**config.mk**
```make
export PLATFORM = sky130hd
export DESIGN_NAME = register_space_decoder_arbiter
export DESIGN_NICKNAME = d
export VERILOG_FILES = /design/src/common/regspace_pkg.sv /design/src/hw/register_space_decoder_arbiter.sv /design/src/hw/serial_page_map.sv /design/src/hw/access_arbiter.sv
export VERILOG_INCLUDE_DIRS = /design/src /design/src/common
export SDC_FILE = /design/constraint.sdc
export NUM_CORES = 1
export LEC_CHECK = 0
export ABC_CLOCK_PERIOD_IN_PS = 12800
export BUFFER_PORTS_ARGS = -buffer_cell sky130_fd_sc_hd__buf_2
export CAP_MARGIN = 40
export CORE_MARGIN = 4
export CORE_UTILIZATION = 40
export CTS_CLUSTER_SIZE = 24
export DETAILED_ROUTE_END_ITERATION = 12
export PLACE_DENSITY = 0.77
export SYNTH_ARGS = -nofsm -noshare
export SYNTH_HDL_FRONTEND = slang
export SYNTH_SLANG_ARGS = --single-unit
```
**constraint.sdc**
```tcl
create_clock -name mclk -period 12.8 [get_ports mclk]
set_input_delay 2.56 -clock mclk [delete_from_list [all_inputs] [get_ports mclk]]
set_output_delay 2.56 -clock mclk [all_outputs]
set_load 0.005 [all_outputs]
```
**src/common/regspace_consts.svh**
```systemverilog
// Constants of the shared register space: bases, sizes, internal globals.
// Assumes a byte-wide space of 1024 locations; included by package and top.
`ifndef REGSPACE_CONSTS_SVH
`define REGSPACE_CONSTS_SVH

// Space geometry
`define RS_SPACE_BYTES 1024
`define RS_IDX_W 10
`define RS_PAGE_BYTES 256
`define RS_GLOBAL_BYTES 16
`define RS_MCU_BASE 16'hA000
`define RS_MCU_LAST 16'hA3FF

// Module base indices within the space
`define RS_BASE_GLOBAL 10'h000
`define RS_BASE_ACCESS 10'h010
`define RS_BASE_POWER 10'h020
`define RS_BASE_RTC 10'h040
`define RS_BASE_LDO 10'h060
`define RS_BASE_SWREG 10'h080
`define RS_BASE_CHARGER 10'h090
`define RS_BASE_TIMERS 10'h0A0
`define RS_BASE_RSV0 10'h0B0
`define RS_BASE_TOUCH 10'h0C0
`define RS_BASE_AUDIO 10'h100
`define RS_BASE_AMP 10'h200
`define RS_BASE_RSV3 10'h300

// Module sizes in bytes
`define RS_SIZE_AUDIO 10'h0F0
`define RS_SIZE_AMP 10'h0F0

// Counts
`define RS_MOD_COUNT 11
`define RS_IRQ_COUNT 16

// Global bytes served inside this block
`define RS_PAGESEL_IDX 10'h000
`define RS_ROUTE_LO_IDX 10'h002
`define RS_ROUTE_HI_IDX 10'h003
`define RS_PAGESEL_RESET 2'h0
`define RS_ROUTE_RESET 16'h0000
`endif

```
**src/common/regspace_pkg.sv**
```systemverilog
// Types of the register space front end: requests, answers, module ids.
// Assumes the constants header sits beside it on the include path.
`default_nettype none
`include "regspace_consts.svh"
package regspace_pkg;
  // Sequencer states, one-hot
  typedef enum logic [2:0] {
    ST_IDLE = 3'b001,
    ST_ACCESS = 3'b010,
    ST_DONE = 3'b100
  } access_state_e;

  // Target modules; MOD_NONE marks reserved space
  typedef enum logic [3:0] {
    MOD_GLOBAL = 4'h0, MOD_ACCESS_MANAGER = 4'h1, MOD_POWER_CONTROLLER = 4'h2,
    MOD_RTC = 4'h3, MOD_LDO = 4'h4, MOD_SWITCHING_REGULATORS = 4'h5,
    MOD_CHARGER = 4'h6, MOD_GENERAL_TIMERS = 4'h7, MOD_TOUCH_CONVERTER_UNIT = 4'h8,
    MOD_AUDIO = 4'h9, MOD_SPEAKER_AMP_DIGITAL = 4'hA, MOD_NONE = 4'hF
  } module_id_e;

  // Serial side request: page-relative byte offset
  typedef struct packed {
    logic req;
    logic write;
    logic [7:0] offset;
    logic [7:0] wdata;
  } ser_req_s;

  // Microcontroller side request: linear address
  typedef struct packed {
    logic req;
    logic write;
    logic [15:0] addr;
    logic [7:0] wdata;
  } mcu_req_s;

  // Answer to either master
  typedef struct packed {
    logic ack;
    logic [7:0] rdata;
  } bus_ans_s;

  // Access issued to the selected module
  typedef struct packed {
    logic write;
    logic [7:0] offset;
    logic [7:0] wdata;
  } mod_req_s;
endpackage : regspace_pkg
`default_nettype wire

```
**src/hw/register_space_decoder_arbiter.sv**
```systemverilog
// Shared register space front end: decode, aliasing, arbitration, irq steering.
// Assumes both masters and all modules run on mclk; masters hold req until ack.
//
// Behaviour
// - One space of exactly 1024 byte locations
// - Controller sees 1024 addresses from 0xA000
// - Four serial pages; bytes 0-15 global
// - Absolute address is base plus offset
// - Access manager at 0x10, sixteen bytes
// - Power controller 0x20, clock 0x40
// - Linear regulators at 0x60, 32 bytes
// - Switching regulators at 0x80, 16 bytes
// - Charger 0x90, timers 0xA0, 0xB0 reserved
// - Touch converter unit at 0xC0, 64 bytes
// - Audio at page 1, 240 bytes
// - Amplifier digital page 2; page 3 reserved
// - Controller reaches every register; serial misses audio and amp bytes 0-15
// - Hardware arbitration, no corrupted accesses
// - Each interrupt steered to either master
// - External-only mode drives interrupt pin
// - Serial path works without the controller
`timescale 1ns/10ps
`default_nettype none
`include "regspace_consts.svh"
module register_space_decoder_arbiter
  import regspace_pkg::*;
(
  input wire logic mclk,
  input wire logic reset,
  input wire ser_req_s serReq,
  output bus_ans_s serAns_r,
  input wire mcu_req_s mcuReq,
  output bus_ans_s mcuAns_r,
  input wire logic mcuPowered,
  input wire logic extOnly,
  output mod_req_s modReq_r,
  output logic [`RS_MOD_COUNT-1:0] modSel_r,
  input wire logic [`RS_MOD_COUNT-1:0][7:0] modRdata,
  input wire logic [`RS_IRQ_COUNT-1:0] irqIn,
  output logic irqExtPin_r,
  output logic irqMcu_r
);

  // Which module owns a space index; gaps fall to MOD_NONE
  function automatic module_id_e moduleOf(input logic [9:0] idx);
    module_id_e id;
    id = MOD_NONE;
    case (idx[9:8])
      2'b00: begin
        case (idx[7:4])
          4'h0: id = MOD_GLOBAL;
          4'h1: id = MOD_ACCESS_MANAGER;
          4'h2, 4'h3: id = MOD_POWER_CONTROLLER;
          4'h4, 4'h5: id = MOD_RTC;
          4'h6, 4'h7: id = MOD_LDO;
          4'h8: id = MOD_SWITCHING_REGULATORS;
          4'h9: id = MOD_CHARGER;
          4'hA: id = MOD_GENERAL_TIMERS;
          4'hB: id = MOD_NONE;
          default: id = MOD_TOUCH_CONVERTER_UNIT;
        endcase
      end
      2'b01: begin
        // Top sixteen bytes of the page lie past the module
        id = (idx[7:0] < `RS_SIZE_AUDIO) ? MOD_AUDIO : MOD_NONE;
      end
      2'b10: begin
        id = (idx[7:0] < `RS_SIZE_AMP) ? MOD_SPEAKER_AMP_DIGITAL : MOD_NONE;
      end
      default: id = MOD_NONE;
    endcase
    return id;
  endfunction : moduleOf

  // Base index of a module, so that offset = index - base
  function automatic logic [9:0] baseOf(input module_id_e id);
    logic [9:0] b;
    b = `RS_BASE_GLOBAL;
    case (id)
      MOD_ACCESS_MANAGER: b = `RS_BASE_ACCESS;
      MOD_POWER_CONTROLLER: b = `RS_BASE_POWER;
      MOD_RTC: b = `RS_BASE_RTC;
      MOD_LDO: b = `RS_BASE_LDO;
      MOD_SWITCHING_REGULATORS: b = `RS_BASE_SWREG;
      MOD_CHARGER: b = `RS_BASE_CHARGER;
      MOD_GENERAL_TIMERS: b = `RS_BASE_TIMERS;
      MOD_TOUCH_CONVERTER_UNIT: b = `RS_BASE_TOUCH;
      MOD_AUDIO: b = `RS_BASE_AUDIO;
      MOD_SPEAKER_AMP_DIGITAL: b = `RS_BASE_AMP;
      default: b = `RS_BASE_GLOBAL;
    endcase
    return b;
  endfunction : baseOf

  access_state_e state_r; // Sequencer state
  logic [1:0] pageSel_r; // Serial page select
  logic [15:0] route_r; // Per-interrupt steering, 1 sends it out
  logic [9:0] curIdx_r; // Index of the access in flight
  logic curWrite_r; // Access in flight is a write
  logic [7:0] curWdata_r; // Write data in flight
  logic curSer_r; // Access in flight belongs to the serial side
  logic curUnmapped_r; // Controller address outside the window
  module_id_e curMod_r; // Decoded target of the access in flight
  logic [9:0] serIdx; // Serial request after page mapping
  logic [15:0] mcuDelta; // Controller address less the window base
  logic mcuInWindow; // Controller address falls in the window
  logic serWant; // Serial request seen
  logic mcuWant; // Controller request seen
  logic take; // An access is accepted this cycle
  logic grantSer; // Arbiter picks the serial side
  logic [9:0] nextIdx; // Index of the access being accepted
  logic nextUnmapped; // That access lies outside the window
  module_id_e nextMod; // Target of the access being accepted
  logic curInternal; // In-flight access hits a global kept here
  logic [7:0] readValue; // Data returned for the access in flight

  // Paging of the serial side
  serial_page_map pageMap (
    .page(pageSel_r),
    .offset(serReq.offset),
    .index(serIdx)
  );

  // A powered-down controller cannot block the serial side
  assign serWant = serReq.req;
  assign mcuWant = mcuReq.req && mcuPowered;
  assign take = (state_r == ST_IDLE) && (serWant || mcuWant);

  // Contention goes to the arbiter; one access at a time
  access_arbiter arbiter (
    .mclk(mclk),
    .reset(reset),
    .serWant(serWant),
    .mcuWant(mcuWant),
    .take(take),
    .grantSer(grantSer)
  );

  // Linear controller window of the whole space
  assign mcuDelta = mcuReq.addr - `RS_MCU_BASE;
  assign mcuInWindow = (mcuReq.addr >= `RS_MCU_BASE) && (mcuReq.addr <= `RS_MCU_LAST);

  // Select the accepted master's index
  always_comb begin
    if (grantSer) begin
      nextIdx = serIdx;
      nextUnmapped = 1'b0;
    end else begin
      nextIdx = mcuDelta[9:0];
      nextUnmapped = !mcuInWindow;
    end
    nextMod = nextUnmapped ? MOD_NONE : moduleOf(nextIdx);
  end

  // Sequencer: accept, strobe one module, answer, then rest a cycle
  always_ff @(posedge mclk) begin
    if (reset) begin
      state_r <= ST_IDLE;
    end else begin
      case (state_r)
        ST_IDLE: begin
          if (take) begin
            state_r <= ST_ACCESS;
          end
        end
        ST_ACCESS: state_r <= ST_DONE;
        // Rest cycle lets the master drop its request after ack
        ST_DONE: state_r <= ST_IDLE;
        default: state_r <= ST_IDLE;
      endcase
    end
  end

  // Capture the accepted access so later requests cannot disturb it
  always_ff @(posedge mclk) begin
    if (reset) begin
      curIdx_r <= 10'h000;
      curWrite_r <= 1'b0;
      curWdata_r <= 8'h00;
      curSer_r <= 1'b0;
      curUnmapped_r <= 1'b0;
      curMod_r <= MOD_NONE;
    end else if (take) begin
      curIdx_r <= nextIdx;
      curWrite_r <= grantSer ? serReq.write : mcuReq.write;
      curWdata_r <= grantSer ? serReq.wdata : mcuReq.wdata;
      curSer_r <= grantSer;
      curUnmapped_r <= nextUnmapped;
      curMod_r <= nextMod;
    end
  end

  // Module strobe for exactly the access cycle
  always_ff @(posedge mclk) begin
    if (reset) begin
      modSel_r <= '0;
      modReq_r <= '0;
    end else if (take) begin
      modSel_r <= '0;
      // Reserved space and globals kept here never reach a module
      if (nextMod != MOD_NONE && nextIdx[9:2] != 8'h00) begin
        modSel_r[nextMod] <= 1'b1;
      end
      modReq_r.write <= grantSer ? serReq.write : mcuReq.write;
      modReq_r.wdata <= grantSer ? serReq.wdata : mcuReq.wdata;
      modReq_r.offset <= 8'(nextIdx - baseOf(nextMod));
    end else begin
      modSel_r <= '0;
    end
  end

  // Global bytes 0 to 3 are served inside this block
  assign curInternal = (curIdx_r[9:2] == 8'h00) && !curUnmapped_r;

  // Read data: internal globals, the module, or zero for gaps
  always_comb begin
    readValue = 8'h00;
    if (curInternal) begin
      if (curIdx_r == `RS_PAGESEL_IDX) begin
        readValue = {6'h00, pageSel_r};
      end else if (curIdx_r == `RS_ROUTE_LO_IDX) begin
        readValue = route_r[7:0];
      end else if (curIdx_r == `RS_ROUTE_HI_IDX) begin
        readValue = route_r[15:8];
      end
    end else if (curMod_r != MOD_NONE) begin
      readValue = modRdata[curMod_r];
    end else begin
      readValue = 8'h00;
    end
  end

  // Writes to the internal globals land in the access cycle
  always_ff @(posedge mclk) begin
    if (reset) begin
      pageSel_r <= `RS_PAGESEL_RESET;
      route_r <= `RS_ROUTE_RESET;
    end else if (state_r == ST_ACCESS && curWrite_r && curInternal) begin
      if (curIdx_r == `RS_PAGESEL_IDX) begin
        pageSel_r <= curWdata_r[1:0];
      end
      if (curIdx_r == `RS_ROUTE_LO_IDX) begin
        route_r[7:0] <= curWdata_r;
      end
      if (curIdx_r == `RS_ROUTE_HI_IDX) begin
        route_r[15:8] <= curWdata_r;
      end
    end
  end

  // Answer the owner of the access; the other master keeps waiting
  always_ff @(posedge mclk) begin
    if (reset) begin
      serAns_r <= '0;
      mcuAns_r <= '0;
    end else if (state_r == ST_ACCESS) begin
      serAns_r.ack <= curSer_r;
      mcuAns_r.ack <= !curSer_r;
      if (curSer_r) begin
        serAns_r.rdata <= curWrite_r ? 8'h00 : readValue;
      end else begin
        mcuAns_r.rdata <= curWrite_r ? 8'h00 : readValue;
      end
    end else begin
      serAns_r.ack <= 1'b0;
      mcuAns_r.ack <= 1'b0;
    end
  end

  // Steering of levels; external-only mode sends everything to the pin
  always_ff @(posedge mclk) begin
    if (reset) begin
      irqExtPin_r <= 1'b0;
      irqMcu_r <= 1'b0;
    end else begin
      irqExtPin_r <= |(irqIn & (route_r | {16{extOnly}}));
      irqMcu_r <= !extOnly && |(irqIn & ~route_r);
    end
  end

  // Accesses strobe at most one module
  one_target_a: assert property (@(posedge mclk) disable iff (reset)
    $onehot0(modSel_r)) else $error("more than one module strobed");

  // Only one master is answered at a time
  single_answer_a: assert property (@(posedge mclk) disable iff (reset)
    !(serAns_r.ack && mcuAns_r.ack)) else $error("both masters answered");

  // Every accepted access is answered two cycles later
  answer_latency_a: assert property (@(posedge mclk) disable iff (reset)
    take |-> ##2 (serAns_r.ack || mcuAns_r.ack)) else $error("answer not after two cycles");

  // Controller window is linear from the base
  mcu_window_a: assert property (@(posedge mclk) disable iff (reset)
    (take && !grantSer && mcuInWindow) |=> ({6'h00, curIdx_r} == $past(mcuDelta)))
    else $error("controller index wrong");

  // Low serial offsets alias the global block
  page_alias_a: assert property (@(posedge mclk) disable iff (reset)
    (take && grantSer && serReq.offset < 8'h10) |=> curIdx_r[9:4] == 6'h00)
    else $error("global alias broken");

  // Upper serial offsets follow the page select
  serial_page_a: assert property (@(posedge mclk) disable iff (reset)
    (take && grantSer && serReq.offset >= 8'h10)
    |=> curIdx_r == {$past(pageSel_r), $past(serReq.offset)})
    else $error("serial page mapping wrong");

  // Unmapped controller reads return zero
  gap_read_a: assert property (@(posedge mclk) disable iff (reset)
    (state_r == ST_ACCESS && !curSer_r && curUnmapped_r) |=> mcuAns_r.rdata == 8'h00)
    else $error("unmapped read not zero");

  // Audio strobes stay inside page one below 0xF0
  audio_range_a: assert property (@(posedge mclk) disable iff (reset)
    modSel_r[MOD_AUDIO] |-> (curIdx_r[9:8] == 2'b01 && curIdx_r[7:0] < 8'hF0))
    else $error("audio decode out of range");

  // Serial side proceeds while the controller is off
  serial_alone_a: assert property (@(posedge mclk) disable iff (reset)
    (state_r == ST_IDLE && serWant && !mcuPowered) |=> state_r == ST_ACCESS)
    else $error("serial stalled without controller");

  // External-only mode raises the pin for any source
  ext_irq_a: assert property (@(posedge mclk) disable iff (reset)
    (extOnly && |irqIn) |=> irqExtPin_r && !irqMcu_r) else $error("interrupt pin not raised");

  // Main scenarios
  contention_c: cover property (@(posedge mclk) disable iff (reset)
    state_r == ST_IDLE && serWant && mcuWant);
  page_write_c: cover property (@(posedge mclk) disable iff (reset)
    state_r == ST_ACCESS && curInternal && curWrite_r && curIdx_r == `RS_PAGESEL_IDX);
  amp_access_c: cover property (@(posedge mclk) disable iff (reset)
    modSel_r[MOD_SPEAKER_AMP_DIGITAL]);
  gap_access_c: cover property (@(posedge mclk) disable iff (reset)
    state_r == ST_ACCESS && curMod_r == MOD_NONE);

endmodule : register_space_decoder_arbiter
`default_nettype wire

```
**src/hw/serial_page_map.sv**
```systemverilog
// Maps a serial page and byte offset onto the linear space index.
// Assumes page select is held by the caller.
`timescale 1ns/10ps
`default_nettype none
module serial_page_map (
  input wire logic [1:0] page,
  input wire logic [7:0] offset,
  output logic [9:0] index
);
  // Low sixteen bytes of every page alias the global block
  always_comb begin
    if (offset < 8'h10) begin
      index = {2'b00, offset};
    end else begin
      index = {page, offset};
    end
  end
endmodule : serial_page_map
`default_nettype wire

```
**src/hw/access_arbiter.sv**
```systemverilog
// Two-master round-robin arbiter for the shared register space.
// Assumes requests hold until answered; grant is sampled when take is high.
`timescale 1ns/10ps
`default_nettype none
module access_arbiter (
  input wire logic mclk,
  input wire logic reset,
  input wire logic serWant,
  input wire logic mcuWant,
  input wire logic take,
  output logic grantSer
);
  logic lastSer_r; // Serial side got the last taken access

  // Alternate on contention so neither master starves
  always_comb begin
    if (serWant && mcuWant) begin
      grantSer = !lastSer_r;
    end else begin
      grantSer = serWant;
    end
  end

  // Remember the winner of each taken access
  always_ff @(posedge mclk) begin
    if (reset) begin
      lastSer_r <= 1'b0;
    end else if (take) begin
      lastSer_r <= grantSer;
    end
  end
endmodule : access_arbiter
`default_nettype wire

```
==> metrics.csv, run 1 <==
stage,metric,value,unit
setup_path,crit_arrival,7.20,ns
global_routing,grt_util_all_layers,0.201,
finish,drive_gt1_frac,0.350,
timing,finalMaxSlewViolations,0,
timing,setup-tns-final,0,ns
logic_synthesis,synthArstFlopShare,0,
place,place_area,5860,um2
setup_path,path_buf_inv,3,
setup_path,path_common_cell,ha_1,
run_status,status,"finished, final reports clean",
logic_synthesis,yosysTopAreaCellShare,0.334,
logic_synthesis,ys_top_cells_by_area,"dfxtp_1, mux2i_1, mux4_2, nor2_1, nand2_1",
hold_path,min_path_type,flip-flop to flip-flop,
setup_path,cpMaxStageDelayCell,a21oi_1,
detailed_routing,vias,4762,
place,port-buffer-count,199,
timing,report.final.setup_viol,0,
place,preCtsSetupSlack,5.49,ns
logic_synthesis,yosys.area.top_type,dfxtp_1,
logic_synthesis,syn_area,4860,um2
die,die_area,14000,um2
global_routing,use_met1,0.259,
clock_network,cts_htree_levels,3,
global_routing,met3_usage,0.0497,
finish,antenna_cells,0,
logic_synthesis,ys_ff_latch,81,
finish,post-route-util,0.531,
logic_synthesis,syn_area_per_cell,8.73,um2
pwr,p_leak,2.93,nW
detailed_routing,final_antenna_net_count,0,
place,placed_cells,862,
timing,final.period_utilization,0.548,
global_routing,grtUsageMet2,0.339,
finish,fillerInstances,1138,
place,place.gp.congestion,0.928,
die,die_w,118,um
logic_synthesis,ys_seq_area_frac,0.334,
die,initial_utilization,0.417,
setup_path,critPathMaxStageDelay,0.49,ns
timing,tightestPinTransition,0.896,ns
pwr,ir_drop,0.0000812,V
detailed_routing,avgRoutedWirePerCell,16.5,um
setup_path,endpoint_kind,flip-flop,
clock_network,clockBufferDepth,2,
finish,fin_area,6190,um2
global_routing,grt_pass1_wl,23.5,mm
clock_network,cts_setup_buffers,0,
logic_synthesis,synth_fp_nets,722,
setup_path,critPathTopFamily,compound AO/OA/AOI/OAI gates,
finish,fin_nets,895,
clock_network,clock-sinks,81,
timing,rsz0062_at_grt,false,
logic_synthesis,synth_edf_count,0,
global_routing,grt-ovfl-total,0,
setup_path,startpoint_type,input pin,
global_routing,grt_max_degree,67,
die,design.core.area,11700,um2
die,num_rows,39,
clock_network,cts_tree,done,
setup_path,worstPathRequired,12.99,ns
logic_synthesis,syn_inst,557,
place,dp_hpwl,11.4,mm
timing,clock-skew-final,0.0135,ns
timing,hold_viol_final,0,
clock_network,cts_resized,0,
clock_network,cts-root-buf,clkbuf_16,
finish,stdcell_count,878,
timing,fmax,143,MHz
clock_network,cts_buffers,9,
detailed_routing,drt_iter0_markers,332,
clock_network,clk_latency,0.34,ns
global_routing,antenna_found_initial,0,
detailed_routing,firstDrtPassIters,5,
pwr,power_density,118,nW/um2
logic_synthesis,synth_warnings,0,
finish,area_delta_synth_final,27.4,%
detailed_routing,wl,14.5,mm
clock_network,clkTransAtPathRegs,0.07,ns
die,die_h,118,um
timing,slew_headroom,0.399,
job,maxCapViolCount,0,
setup_path,critical_path_class,input pin to flip-flop,
timing,worst_slack,5.79,ns
logic_synthesis,ys_types,59,
die,num_io_pins,200,
setup_path,worstPathMaxFanout,20,
detailed_routing,vias_per_cell,5.42,
logic_synthesis,synth-main-ff-cell,dfxtp_1,
global_routing,busiest_layer,met2,
detailed_routing,drcViolationCount,0,
timing,period_needed,7.01,ns
global_routing,grt_pass1_vias,4775,
clock_network,cts_hold_buf,0,
setup_path,path_cells,"buf_2, nand3_1, nand2_1, a21oi_1, inv_1, ha_1, or2_2, a211o_1, nor3_1, inv_1, ha_1, mux2_2, nand2_1, ha_1, a21o_1, a21oi_1, xnor2_1, a2111oi_0, a2111oi_1",
## logic make-up (layout without fill, tap and decap cells)
logic type | count (synthesis) | count (layout) | share of synthesized area
muxes | 63 | 63 | 0.173
buffers and inverters | 65 | 243 | 0.0602
DFF | 81 | 81 | 0.334
and+or+nand+nor | 209 | 209 | 0.205
AOI/OAI and AO/OA | 124 | 124 | 0.190
xor gates and xnor gates | 2 | 2 | 0.00360
adders and majority gates | 13 | 13 | 0.0350
## power breakdown
| part | leakage (nW) | internal, W | total, W | switching (W) |
|---|---|---|---|---|
| logic | 2.10 | 0.0000801 | 0.000168 | 0.0000881 |
| clock network | 0.162 | 0.000173 | 0.000280 | 0.000107 |
| registers | 0.660 | 0.000266 | 0.000284 | 0.0000182 |
## layout by cell type (no fill, tap or decap), drive strengths merged, types with 8 or more instances in the layout
master / netlist / layout
o22ai: 10 / 10
nor2: 75 / 75
clkbuf: 23 / 9
a21oi: 24 / 24
dfxtp: 81 / 81
o21a: 13 / 13
ha: 12 / 12
a311oi: 14 / 14
buf: 18 / 203
nand2: 65 / 65
a211oi: 10 / 10
inv: 24 / 26
mux2: 8 / 8
mux4: 16 / 16
mux2i: 39 / 39
o21ai: 10 / 10
and2: 14 / 14
## final timing paths
check / to / start / slack, ns / cells after the start
hold / removal: curUnmapped_r / curUnmapped_r / 0.46 / 2
setup / recovery: modReq_r[15] / mcuPowered / 5.79 / 19
hold reg to reg: curUnmapped_r / curUnmapped_r / 0.46 / 2
setup reg to reg: modReq_r[15] / arbiter.lastSer_r / 7.65 / 19
## layout make-up
type	instances	area (um2)	area share
tap	143	179	0.0289
sequential	81	1620	0.262
clock inverter	7	103	0.0166
timing repair buffer	203	1030	0.166
multi-input combinational	411	2950	0.476
inverter	24	90.1	0.0146
clock buffer	9	225	0.0364
## routing by layer
| metal | vias to the layer above | routed length, um |
|---|---|---|
| met3 | 16 | 898 |
| li1 | 2364 | - |
| met5 | - | 0 |
| met2 | 169 | 7150 |
| met4 | 0 | 187 |
| met1 | 2213 | 6240 |
## worst register-to-register path, delay by kind of cell (launching register included)
| kind | cells | cell delay (ns) |
|---|---|---|
| adders and majority gates | 3 | 0.79 |
| xor gates and xnor gates | 1 | 0.10 |
| DFF | 1 | 0.47 |
| AOI/OAI and AO/OA | 6 | 1.36 |
| buffers and inverters | 2 | 0.26 |
| muxes | 1 | 0.26 |
| and+or+nand+nor | 6 | 1.78 |
## cell usage after synthesis (6+ instances only)
library cell,count
nor2_1,74
ha_1,12
a221oi_1,6
a2bb2oi_1,6
mux2_2,8
a311oi_1,14
nand4_1,6
buf_2,6
nand2_1,65
inv_1,24
o22ai_1,10
o21a_1,13
a21oi_1,24
a211oi_1,10
o21ai_0,9
and3_1,6
and2_1,14
nor3_1,6
clkbuf_1,23
mux2i_1,39
mux4_2,16
dfxtp_1,81
## flip-flops by register name, summed over array words and instances (netlist names), 3 cells and up
signal / count
route_r: 16
state_r: 3
curIdx_r: 10
serAns_r: 9
modReq_r: 13
curMod_r: 4
modSel_r: 11
mcuAns_r: 9
## per-stage QoR
| stage | total power [W] | hold slack (ns) |
|---|---|---|
| 6_report | 0.000732 | 0.456 |
| 5_1_grt | 0.000771 | 0.484 |
| 4_1_cts | 0.000740 | 0.460 |
| 3_5_place_dp | 0.000458 | 0.451 |
| 3_3_place_gp | 0.000455 | 0.445 |
| 2_1_floorplan | 0.000399 | 0.436 |
No activity file was read; power rests on OpenSTA's default activity.
==> run 2, diff against run 1 <==
- ABC_CLOCK_PERIOD_IN_PS: 12800 -> 7300
- clock period: 12.8 -> 7.3 ns (I/O delays scaled with it)
==> run 2 against run 1 <==
  * Critical path depth unchanged
  * Sequential power up 76%
  * Clock skew down 0.0024 ns
  * Worst hold slack better by 0.0060 ns
  * Sequential share of layout area up 0.21 points
  * Count of clock-buffer cells in the layout up 2
  * Register-to-register slack worse by 5.5 ns
  * First-iteration DRC count up 30%
  * Clock power up 47%
  * Sequential cell count unchanged
  * Critical endpoint unchanged
  * Highest routed layer unchanged
==> metrics.csv, run 2 (synthesis gave the netlist of run 1 again) <==
stage,metric,value,unit,change
die,die_w,118,um,unchanged
global_routing,grt_max_degree,67,,unchanged
place,place_area,5870,um2,+0.13%
place,placed_cells,863,,+0.12%
timing,finalMaxSlewViolations,0,,unchanged
pwr,ir_drop,0.000101,V,+25%
global_routing,antenna_found_initial,0,,unchanged
detailed_routing,avgRoutedWirePerCell,16.4,um,-0.67%
clock_network,clkTransAtPathRegs,0.06,ns,about the same
detailed_routing,drt_iter0_markers,433,,+30%
pwr,finalPower,0.00120,W,+64%
clock_network,cts_resized,0,,unchanged
global_routing,grt_pass1_vias,4691,,-1.8%
clock_network,cts_hold_buf,0,,unchanged
setup_path,path_common_cell,ha_1,,
die,die_area,14000,um2,unchanged
setup_path,cpMaxStageDelayCell,nor3_1,,
setup_path,crit_arrival,6.09,ns,-1.11 ns
die,num_io_pins,200,,unchanged
setup_path,startpoint_type,input pin,,
clock_network,clk_latency,0.33,ns,about the same
setup_path,path_cells,"buf_2, nand3_1, nand2_1, a21oi_1, inv_1, ha_1, or2_2, a211o_1, nor3_1, inv_1, ha_1, mux2_2, nand2_1, ha_1, a21o_1, a21oi_1, xnor2_1, a2111oi_0, a2111oi_1",,
setup_path,worstPathMaxFanout,20,,unchanged
pwr,power_density,196,nW/um2,+66%
finish,fin_nets,896,,+0.11%
finish,final_cell_mix,"buf_2, dfxtp_1, nor2_1",,
setup_path,critPathMaxStageDelay,0.50,ns,about the same
detailed_routing,vias_per_cell,5.43,,about the same
setup_path,r2r_cells,19,,unchanged
clock_network,cts-root-buf,clkbuf_16,,
timing,fmax,169,MHz,
finish,fillerInstances,1095,,-3.8%
hold_path,min_path_type,flip-flop to flip-flop,,
finish,area_delta_synth_final,26.4,%,
finish,antenna_cells,0,,unchanged
clock_network,cts_tree,done,,
die,num_rows,39,,unchanged
clock_network,clockBufferDepth,2,,unchanged
timing,report.final.setup_viol,0,,unchanged
finish,fin_area,6140,um2,-0.79%
setup_path,endpoint,modReq_r[15],,
place,dp_hpwl,11.3,mm,-1.4%
finish,top_register,route_r,,
timing,hold_viol_final,0,,unchanged
setup_path,r2r-end,modReq_r[15],,
finish,layout_commonest_cell,buf_2,,
finish,top_regs,"route_r: 16 flops, modReq_r: 13 flops, modSel_r: 11 flops",,
die,initial_utilization,0.417,,unchanged
finish,stdcell_count,879,,+0.11%
detailed_routing,firstDrtPassIters,5,,unchanged
timing,period_needed,5.91,ns,
global_routing,grt_util_all_layers,0.199,,-0.00190
global_routing,grt-ovfl-total,0,,unchanged
clock_network,cts_buffers,9,,unchanged
clock_network,cts_setup_buffers,0,,unchanged
detailed_routing,vias,4772,,+0.21%
timing,clock-skew-final,0.0111,ns,-0.00237 ns
setup_path,rr_startpoint,arbiter.lastSer_r,,
die,die_h,118,um,unchanged
setup_path,endpoint_kind,flip-flop,,
finish,largest_reg_flops,16,,unchanged
timing,tightestPinTransition,0.815,ns,-0.0809 ns
timing,slew_headroom,0.453,,+0.0539
pwr,p_leak,2.91,nW,-0.61%
finish,drive_gt1_frac,0.349,,-0.000475
place,port-buffer-count,199,,unchanged
global_routing,grt_pass1_wl,23.1,mm,-1.8%
setup_path,critical_path_class,input pin to flip-flop,,
job,maxCapViolCount,0,,unchanged
timing,rsz0062_at_grt,false,,
run_status,status,"finished, final reports clean",,
setup_path,crit_path_start,mcuPowered,,
timing,setup-tns-final,0,ns,unchanged
timing,hold-worst-slack,0.462,ns,+0.00598 ns
timing,final.period_utilization,0.809,,
detailed_routing,final_antenna_net_count,0,,unchanged
setup_path,reg2reg_slack,2.16,ns,-5.49 ns
clock_network,cts_htree_levels,3,,unchanged
detailed_routing,drcViolationCount,0,,unchanged
clock_network,clock-sinks,81,,unchanged
place,place.gp.congestion,0.938,,+1.1%
die,design.core.area,11700,um2,unchanged
setup_path,worstPathRequired,7.49,ns,-5.50 ns
detailed_routing,wl,14.4,mm,-0.55%
==> run 2: cell types whose count changed in the layout (fill, tap and decap cells not counted), sizes merged <==
cell and delta:
inv -1, bufinv -2, buf +1, clkbuf +2
clkinv +1
==> run 2: through the flow <==
stage | setup slack (ns) | util
finish | 1.39 | 0.527
global route | 0.899 | 0.527
CTS | 1.38 | 0.527
detailed placement | 1.13 | 0.503
global placement | 1.25 | 0.503
floorplan | 1.71 | -
==> run 2: report_power, final <==
| group | switching [W] | total, W | internal (W) |
|---|---|---|---|
| clock network | 0.000172 | 0.000411 | 0.000238 |
| logic | 0.000153 | 0.000294 | 0.000142 |
| registers | 0.0000325 | 0.000499 | 0.000467 |
| total | 0.000358 | 0.00120 | 0.000847 |
==> run 2: layout make-up <==
| type | instances | area [um2] | area share |
|---|---|---|---|
| Timing Repair Buffer | 204 | 1030 | 0.168 |
| Sequential cell | 81 | 1620 | 0.264 |
| Inverter | 24 | 90.1 | 0.0147 |
| Tap cell | 143 | 179 | 0.0291 |
| Clock inverter | 5 | 28.8 | 0.00469 |
| Multi-Input combinational cell | 411 | 2950 | 0.480 |
| Clock buffer | 11 | 243 | 0.0395 |
==> run 2: routing by layer <==
layer,share of wire,global-route usage
met5,0,0
met1,0.43,0.258
met3,0.063,0.0583
met2,0.49,0.324
met4,0.011,0.0564
==> run 2: how the worst min path moves through the flow <==
stage,from,endpoint,depth (start not counted)
floorplan,curUnmapped_r,curUnmapped_r,2
global placement,curUnmapped_r,curUnmapped_r,2
finish,curUnmapped_r,curUnmapped_r,2
CTS,curUnmapped_r,curUnmapped_r,2
detailed placement,curUnmapped_r,curUnmapped_r,2
global route,curUnmapped_r,curUnmapped_r,2
==> run 2: worst max-delay path: cells and delay by family <==
kind                       cells  cell delay, ns
and+or+nand+nor                5            1.53
AOI/OAI and AO/OA              6            1.53
adders and majority gates      3            0.80
buffers and inverters          3            0.41
muxes                          1            0.26
xor gates and xnor gates       1            0.09
